--- config.mk ---
export PLATFORM = sky130hd
export DESIGN_NAME = blp_top
export DESIGN_NICKNAME = d
export VERILOG_FILES = /design/src/design/blp_pkg.sv /design/src/design/blp_top.sv
export SDC_FILE = /design/constraint.sdc
export NUM_CORES = 1
export LEC_CHECK = 0
export ABC_AREA = 1
export BUFFER_PORTS_ARGS = -buffer_cell sky130_fd_sc_hd__buf_2
export CAP_MARGIN = 5
export CORE_ASPECT_RATIO = 0.6
export CORE_MARGIN = 8
export CORE_UTILIZATION = 50
export CTS_CLUSTER_SIZE = 12
export DETAILED_ROUTE_END_ITERATION = 8
export PLACE_DENSITY_LB_ADDON = 0.3
export SYNTH_ARGS = -nofsm -noshare
export SYNTH_HDL_FRONTEND = slang
export SYNTH_SLANG_ARGS = --single-unit
--- constraint.sdc ---
create_clock -name sys_clk -period 3.4 [get_ports sys_clk]
set_clock_uncertainty 0.05 [all_clocks]
set_input_delay 0 -clock sys_clk [delete_from_list [all_inputs] [get_ports sys_clk]]
set_output_delay 0 -clock sys_clk [all_outputs]
set_load 0.005 [all_outputs]
--- src/design/blp_pkg.sv ---
// Package with register map, field layout and constants of the backlight PWM generator.
package blp_pkg;

    localparam logic [3:0] BLP_OFF_PIN_CTL = 4'h0;
    localparam logic [3:0] BLP_OFF_DATA = 4'h4;
    localparam logic [3:0] BLP_OFF_MOD_CTL = 4'h8;
    localparam logic [3:0] BLP_OFF_STATUS = 4'hc;

    localparam int BLP_PIN_EN_BIT = 31;
    localparam int BLP_PIN_POL_BIT = 22;
    localparam int BLP_PIN_MODE_LSB = 24;
    localparam int BLP_MOD_EN_BIT = 31;
    localparam int BLP_MOD_GRAN_BIT = 30;
    localparam int BLP_FREQ_LSB = 16;

    localparam logic [2:0] BLP_MODE_PWM = 3'h1;
    localparam logic [31:0] BLP_PIN_CTL_RST = 32'h0000_0000;
    localparam logic [31:0] BLP_DATA_RST = 32'h0000_0000;
    localparam logic [1:0] BLP_MOD_CTL_RST = 2'h0;

    localparam logic [7:0] BLP_INC_COARSE = 8'h80;
    localparam logic [7:0] BLP_INC_FINE = 8'h08;

    typedef enum logic [1:0] {
        BLP_IDLE = 2'b00,
        BLP_ACTIVE = 2'b01,
        BLP_INACTIVE = 2'b11
    } blp_phase_e;

    typedef struct packed {
        logic pin_en;
        logic [2:0] pin_mode;
        logic pin_pol;
    } blp_pin_s;

    typedef struct packed {
        logic [15:0] freq;
        logic [15:0] duty;
    } blp_data_s;

endpackage

--- src/design/blp_top.sv ---
// Backlight PWM generator with a classic Wishbone register slave.
//
// Function
// - Output frequency is clock over increment over divider.
// - Runs on the display core clock, roughly 308.57 to 675 MHz.
// - Software picks an increment of 128 or 8 clocks per step.
// - Divider values reach up to two to the sixteenth.
// - Utility pin has enable, function selector with PWM mode and polarity.
// - Duty updates are accepted while the output runs.
// - Granularity and polarity may be written before the final enable.
//
// The Wishbone slave port and the address map were chosen for this implementation.
`timescale 1ns/10ps
`default_nettype none
module blp_top
    import blp_pkg::*;
(
    input wire logic sys_clk,
    input wire logic reset_n,
    input wire logic wb_cyc_i,
    input wire logic wb_stb_i,
    input wire logic wb_we_i,
    input wire logic [3:0] wb_adr_i,
    input wire logic [3:0] wb_sel_i,
    input wire logic [31:0] wb_dat_i,
    output logic [31:0] wb_dat_o,
    output logic wb_ack_o,
    output logic util_pin_o,
    output logic util_pin_oe
);

    blp_pin_s pin_reg;
    blp_data_s data_reg;
    blp_data_s live_reg;
    logic mod_en_reg;
    logic gran_reg;
    logic [7:0] step_cnt_reg;
    logic [16:0] per_cnt_reg;
    blp_phase_e phase_reg;
    logic [31:0] rd_next;
    logic wb_req;
    logic step_last;
    logic per_last;
    logic [16:0] period_len;
    logic level_next;

    assign wb_req = wb_cyc_i && wb_stb_i && !wb_ack_o;

    always_ff @(posedge sys_clk or negedge reset_n) begin
        if (!reset_n) begin
            wb_ack_o <= 1'b0;
        end else begin
            wb_ack_o <= wb_req;
        end
    end

    // Writes take effect on the cycle the request is seen; byte lane 3 holds the control bits, except the pin polarity in lane 2.
    always_ff @(posedge sys_clk or negedge reset_n) begin
        if (!reset_n) begin
            pin_reg <= blp_pin_s'(5'h00);
            data_reg <= blp_data_s'(BLP_DATA_RST);
            mod_en_reg <= BLP_MOD_CTL_RST[1];
            gran_reg <= BLP_MOD_CTL_RST[0];
        end else if (wb_req && wb_we_i) begin
            case (wb_adr_i)
                BLP_OFF_PIN_CTL: begin
                    if (wb_sel_i[3]) begin
                        pin_reg.pin_en <= wb_dat_i[BLP_PIN_EN_BIT];
                        pin_reg.pin_mode <= wb_dat_i[BLP_PIN_MODE_LSB +: 3];
                    end
                    if (wb_sel_i[2]) begin
                        pin_reg.pin_pol <= wb_dat_i[BLP_PIN_POL_BIT];
                    end
                end
                BLP_OFF_DATA: begin
                    if (wb_sel_i[3]) data_reg.freq[15:8] <= wb_dat_i[31:24];
                    if (wb_sel_i[2]) data_reg.freq[7:0] <= wb_dat_i[23:16];
                    if (wb_sel_i[1]) data_reg.duty[15:8] <= wb_dat_i[15:8];
                    if (wb_sel_i[0]) data_reg.duty[7:0] <= wb_dat_i[7:0];
                end
                BLP_OFF_MOD_CTL: begin
                    if (wb_sel_i[3]) begin
                        mod_en_reg <= wb_dat_i[BLP_MOD_EN_BIT];
                        gran_reg <= wb_dat_i[BLP_MOD_GRAN_BIT];
                    end
                end
                default: begin
                end
            endcase
        end
    end

    always_comb begin
        rd_next = 32'h0000_0000;
        case (wb_adr_i)
            BLP_OFF_PIN_CTL: begin
                rd_next[BLP_PIN_EN_BIT] = pin_reg.pin_en;
                rd_next[BLP_PIN_MODE_LSB +: 3] = pin_reg.pin_mode;
                rd_next[BLP_PIN_POL_BIT] = pin_reg.pin_pol;
            end
            BLP_OFF_DATA: rd_next = data_reg;
            BLP_OFF_MOD_CTL: begin
                rd_next[BLP_MOD_EN_BIT] = mod_en_reg;
                rd_next[BLP_MOD_GRAN_BIT] = gran_reg;
            end
            BLP_OFF_STATUS: begin
                rd_next[31] = util_pin_o;
                rd_next[30] = (phase_reg == BLP_ACTIVE);
                rd_next[16:0] = per_cnt_reg;
            end
            default: rd_next = 32'h0000_0000;
        endcase
    end

    always_ff @(posedge sys_clk or negedge reset_n) begin
        if (!reset_n) begin
            wb_dat_o <= 32'h0000_0000;
        end else if (wb_req && !wb_we_i) begin
            wb_dat_o <= rd_next;
        end
    end

    // A divider field of zero stands for the full 2^16 steps.
    assign period_len = (live_reg.freq == 16'h0000) ? 17'h10000 : {1'b0, live_reg.freq};
    assign step_last = (step_cnt_reg == ((gran_reg ? BLP_INC_FINE : BLP_INC_COARSE) - 8'h01));
    assign per_last = step_last && (per_cnt_reg == period_len - 17'h00001);

    // Step prescaler and period counter; the pair divides the core clock twice.
    always_ff @(posedge sys_clk or negedge reset_n) begin
        if (!reset_n) begin
            step_cnt_reg <= 8'h00;
            per_cnt_reg <= 17'h00000;
        end else if (!mod_en_reg) begin
            step_cnt_reg <= 8'h00;
            per_cnt_reg <= 17'h00000;
        end else if (step_last) begin
            step_cnt_reg <= 8'h00;
            per_cnt_reg <= per_last ? 17'h00000 : per_cnt_reg + 17'h00001;
        end else begin
            step_cnt_reg <= step_cnt_reg + 8'h01;
        end
    end

    // Divider and duty load on every clock while disabled and at every period boundary while enabled.
    always_ff @(posedge sys_clk or negedge reset_n) begin
        if (!reset_n) begin
            live_reg <= blp_data_s'(BLP_DATA_RST);
        end else if (!mod_en_reg || per_last) begin
            live_reg <= data_reg;
        end
    end

    always_ff @(posedge sys_clk or negedge reset_n) begin
        if (!reset_n) begin
            phase_reg <= BLP_IDLE;
        end else if (!mod_en_reg) begin
            phase_reg <= BLP_IDLE;
        end else begin
            // Phase tracks the unpolarised level that the pin shows next.
            case (phase_reg)
                BLP_IDLE: phase_reg <= level_next ? BLP_ACTIVE : BLP_INACTIVE;
                BLP_ACTIVE: phase_reg <= level_next ? BLP_ACTIVE : BLP_INACTIVE;
                BLP_INACTIVE: phase_reg <= level_next ? BLP_ACTIVE : BLP_INACTIVE;
                default: phase_reg <= BLP_IDLE;
            endcase
        end
    end

    // Active while the period count is below the duty; polarity inverts the pin.
    always_comb begin
        level_next = 1'b0;
        if (mod_en_reg && pin_reg.pin_mode == BLP_MODE_PWM) begin
            level_next = ({1'b0, live_reg.duty} > per_cnt_reg);
        end
    end

    always_ff @(posedge sys_clk or negedge reset_n) begin
        if (!reset_n) begin
            util_pin_o <= 1'b0;
            util_pin_oe <= 1'b0;
        end else begin
            util_pin_o <= level_next ^ pin_reg.pin_pol;
            util_pin_oe <= pin_reg.pin_en;
        end
    end

    // The pin lags its inputs by one register, so the polarity is taken one cycle back.
    property p_inactive_when_off;
        @(posedge sys_clk) disable iff (!reset_n)
        $past(!mod_en_reg) |-> util_pin_o == $past(pin_reg.pin_pol);
    endproperty
    a_inactive_when_off: assert property (p_inactive_when_off)
        else $error("pin not inactive while disabled");
    property p_phase_idle;
        @(posedge sys_clk) disable iff (!reset_n)
        !mod_en_reg |=> phase_reg == BLP_IDLE;
    endproperty
    a_phase_idle: assert property (p_phase_idle) else $error("phase not idle while off");
    property p_ack_answer;
        @(posedge sys_clk) disable iff (!reset_n)
        wb_cyc_i && wb_stb_i && !wb_ack_o |=> wb_ack_o;
    endproperty
    a_ack_answer: assert property (p_ack_answer) else $error("request not answered");
    property p_duty_boundary;
        @(posedge sys_clk) disable iff (!reset_n)
        mod_en_reg && !per_last |=> $stable(live_reg);
    endproperty
    a_duty_boundary: assert property (p_duty_boundary) else $error("duty changed mid period");
    // A disable inside the eight clocks restarts the prescaler, so it ends the check.
    property p_step_fine;
        @(posedge sys_clk) disable iff (!reset_n || !mod_en_reg)
        mod_en_reg && gran_reg && step_cnt_reg == 8'h00 && $past(step_last) |-> ##7 step_last;
    endproperty
    a_step_fine: assert property (p_step_fine) else $error("fine step not 8 clocks");
    property p_period_wrap;
        @(posedge sys_clk) disable iff (!reset_n)
        per_last && mod_en_reg |=> per_cnt_reg == 17'h00000;
    endproperty
    a_period_wrap: assert property (p_period_wrap) else $error("period did not wrap");
    property p_ack_one;
        @(posedge sys_clk) disable iff (!reset_n) wb_ack_o |=> !wb_ack_o;
    endproperty
    a_ack_one: assert property (p_ack_one) else $error("ack longer than one cycle");
    property p_oe;
        @(posedge sys_clk) disable iff (!reset_n) ##1 util_pin_oe == $past(pin_reg.pin_en);
    endproperty
    a_oe: assert property (p_oe) else $error("pin enable not followed");
    c_enable: cover property (@(posedge sys_clk) disable iff (!reset_n) $rose(mod_en_reg));
    c_wrap: cover property (@(posedge sys_clk) disable iff (!reset_n) per_last);
    c_high: cover property (@(posedge sys_clk) disable iff (!reset_n) $rose(util_pin_o));

endmodule
`default_nettype wire

==> impl_metrics.env <==
export IMPL_outcome="completed"
export IMPL_syn_nets=903
export IMPL_yosysUniqueCellTypes=31
export IMPL_wl_mm=19.1
export IMPL_overflow=0
export IMPL_number_of_enable_flip_flop_cells_after_synthesis=0
export IMPL_via_count=6138
export IMPL_global_route_usage_total_pct=22.5
export IMPL_critPathKind="register to register"
export IMPL_p_sw_share_pct=27.6
export IMPL_hold_viol=0
export IMPL_detailedPlace_worstSlack_ps=546
export IMPL_synth_async_reset_ratio_pct=100
export IMPL_power_density_nw_per_um2=486
export IMPL_final_critical_path_setup_slack_ps=474
export IMPL_first_global_vias=6051
export IMPL_maxClockFrequency_mhz=342
export IMPL_critPathLaunch="live_reg[16]$_DFFE_PN0P_"
export IMPL_grt_max_degree=110
export IMPL_detail_route_drc_violations=0
export IMPL_chipHeight_um=106
export IMPL_min_path_type="input pin to register"
export IMPL_multiInputGateArea_um2=2920
export IMPL_fp_coreArea_um2=13400
export IMPL_detail_route_iter0_violations=736
export IMPL_wire_length_of_the_first_global_routing_pass_mm=31.7
export IMPL_postCtsHoldBufs=38
export IMPL_postSynthCellCount=838
export IMPL_row_count=33
export IMPL_rsz_0062_raised_after_global_routing="no"
export IMPL_synth_cell_area_um2=6760
export IMPL_insertedDiodeCount=0
export IMPL_synth_top_cell_by_area="sky130_fd_sc_hd__dfrtp_1"
export IMPL_share_comb_of_total_power_pct=11.1
export IMPL_ios=80
export IMPL_peakVddDrop_v=0.000308
export IMPL_drive_above_1_share_pct=13.8
export IMPL_cell_with_the_most_instances_after_synthesis="sky130_fd_sc_hd__nand2_1"
export IMPL_synth_top_area_share_pct=49.3
export IMPL_clock_path_buffers=2
export IMPL_worstReg2RegStart="live_reg[16]$_DFFE_PN0P_"
export IMPL_timing_hold_worst_start="wb_sel_i[3]"
export IMPL_synth_seq_cells=133
export IMPL_drt_antenna_violating_nets=0
export IMPL_area_growth_pct=22.6
export IMPL_initial_core_utilization_pct=50.3
export IMPL_ys_top_cells_by_count="sky130_fd_sc_hd__nand2_1, sky130_fd_sc_hd__dfrtp_1, sky130_fd_sc_hd__inv_1"
export IMPL_cts_resized_gates=0
export IMPL_min_period_over_period_pct=86.1
export IMPL_seq_power_share_pct=43.9
export IMPL_slew_viol_final=0
export IMPL_clkSinkCount=133
export IMPL_regArea_um2=3330
export IMPL_setup_viol=0
export IMPL_worst_pin_slew_ps=1020
export IMPL_post_cts_buffers=0
export IMPL_cell_internal_pwr_w=0.00291
export IMPL_crit_arrival_ps=3210
export IMPL_buffer_ports_inserted=79
export IMPL_n_fill_cell=1115
export IMPL_placedCellCount=1071
export IMPL_yosysSeqAreaShare_pct=49.3
export IMPL_pwr_share_clk_pct=45.0
export IMPL_finalSetupTns_ps=0
export IMPL_cts_clk_slew_worst_paths_ps=60
export IMPL_switching_component_of_the_power_w=0.00111
export IMPL_place_hpwl_mm=13.5
export IMPL_syn_mean_instance_area_um2=8.06
export IMPL_max_cap_viol_count=0
export IMPL_power_leakage_nw=4.19
export IMPL_timing_critical_path_to_type="register"
export IMPL_fin_cells=1141
export IMPL_finalCriticalPeriod_ps=2930
export IMPL_clock_insertion_delay_worst_skew_ps=420
export IMPL_ys_top_cells_by_area="sky130_fd_sc_hd__dfrtp_1, sky130_fd_sc_hd__nand2_1, sky130_fd_sc_hd__nand3_1, sky130_fd_sc_hd__inv_1, sky130_fd_sc_hd__nor2_1"
export IMPL_critical_path_required_ps=3680
export IMPL_cts_tree="done"
export IMPL_gpl_final_weighted_congestion=0.944
export IMPL_dominantRegCellSynth="sky130_fd_sc_hd__dfrtp_1"
export IMPL_yosys_warnings=0
export IMPL_avgViaCountPerCell=5.38
export IMPL_cts_inserted_buffers=17
export IMPL_initial_antenna_violation_count=0
export IMPL_fin_nets=1018
export IMPL_h_tree_level_count=4
export IMPL_critical_path_startpoint_type="register"
export IMPL_root_buffer="sky130_fd_sc_hd__clkbuf_16"
export IMPL_die_width_um=166
export IMPL_firstDrtPassIters=5
export IMPL_detail_route_wl_per_cell_um=16.8
export IMPL_crit_fanout=35
export IMPL_max_slew_margin_rel_pct=31.9
export IMPL_final_core_utilization_pct=61.7
export IMPL_fp_dieArea_um2=17600
[metrics by stage]
stage                     total power, W  hold WS, ps  cell area, um2
after floorplan                  0.00203         -346            6760
after global placement           0.00219          155            7320
after detailed placement         0.00220          148            7320
after CTS                        0.00404        0.341            8280
after global routing             0.00420         52.9            8280
final                            0.00403         25.7            8280
[cell usage in the layout, fill, tap and decap left out, types with 4 or more instances in the layout]
cell type	count
sky130_fd_sc_hd__a21oi_1	38
sky130_fd_sc_hd__nor2_1	82
sky130_fd_sc_hd__dlygate4sd3_1	38
sky130_fd_sc_hd__xnor2_1	5
sky130_fd_sc_hd__nor3_1	15
sky130_fd_sc_hd__nand2_1	202
sky130_fd_sc_hd__o211ai_1	17
sky130_fd_sc_hd__inv_6	4
sky130_fd_sc_hd__ha_1	20
sky130_fd_sc_hd__clkbuf_16	17
sky130_fd_sc_hd__buf_2	78
sky130_fd_sc_hd__dfrtp_1	133
sky130_fd_sc_hd__inv_1	97
sky130_fd_sc_hd__buf_4	8
sky130_fd_sc_hd__xor2_1	15
sky130_fd_sc_hd__nand3_1	95
sky130_fd_sc_hd__o21ai_0	46
sky130_fd_sc_hd__nand4_1	16
[cells by family (layout without fill, tap and decap cells)]
group	after synthesis	after routing	share of synthesized area (%)
AO/OA/AOI/OAI	106	106	8.76
XOR/XNOR	21	21	2.93
adder cells (fa/ha/maj)	20	20	3.70
buffers and inverters	128	256	7.56
flip-flops	133	133	49.3
multiplexers	3	3	0.500
AND/OR/NAND/NOR	427	427	27.3
[metal layers]
| layer | part of all wire [%] | track usage (%) | vias up |
|---|---|---|---|
| met1 | 49 | 33.0 | 2872 |
| met2 | 40 | 31.7 | 274 |
| li1 | - | - | 2970 |
| met5 | 0 | 0 | - |
| met3 | 9.9 | 6.22 | 22 |
| met4 | 1.2 | 6.52 | 0 |
[power groups by stage]
stage | registers (W) | logic [W] | clock network [W]
global route | 0.00178 | 0.000514 | 0.00191
finish | 0.00177 | 0.000449 | 0.00181
floorplan | 0.00177 | 0.000258 | 0
CTS | 0.00176 | 0.000447 | 0.00183
global placement | 0.00179 | 0.000404 | 0
detailed placement | 0.00179 | 0.000409 | 0
[cell type report]
| class | count | share of cell area, % |
|---|---|---|
| multi-input combinational | 577 | 35.3 |
| inverter | 98 | 4.44 |
| clock buffer | 18 | 5.30 |
| tap | 175 | 2.64 |
| timing repair buffer | 126 | 10.4 |
| clock inverter | 14 | 1.71 |
| sequential | 133 | 40.2 |
[worst paths after layout]
kind / slack (ps) / to / cells past startpoint
max: 470 / live_reg[22]$_DFFE_PN0P_ / 17
min: 30 / mod_en_reg$_DFFE_PN0P_ / 5
max reg2reg: 470 / live_reg[22]$_DFFE_PN0P_ / 17
min reg2reg: 390 / util_pin_oe$_DFF_PN0_ / 0
max in group asynchronous: 2200 / per_cnt_reg[9]$_DFFE_PN0P_ / 3
min in group asynchronous: 190 / wb_dat_o[18]$_DFFE_PN0P_ / 2
[critical path: stages (launching register included)]
cell	delay, ps
sky130_fd_sc_hd__dfrtp_1	390
sky130_fd_sc_hd__inv_1	130
sky130_fd_sc_hd__ha_1	210
sky130_fd_sc_hd__nand2_1	180
sky130_fd_sc_hd__nor2_1	240
sky130_fd_sc_hd__nand2_1	70
sky130_fd_sc_hd__nand2_1	110
sky130_fd_sc_hd__nand2_1	60
sky130_fd_sc_hd__nand2_1	50
sky130_fd_sc_hd__nand2_1	80
sky130_fd_sc_hd__nor2_1	130
sky130_fd_sc_hd__nand3_1	90
sky130_fd_sc_hd__nor2_1	120
sky130_fd_sc_hd__nand4_1	130
sky130_fd_sc_hd__nand2_2	360
sky130_fd_sc_hd__buf_12	250
sky130_fd_sc_hd__nand2_1	90
sky130_fd_sc_hd__o21ai_0	80
No activity file was read; power rests on OpenSTA's default activity.
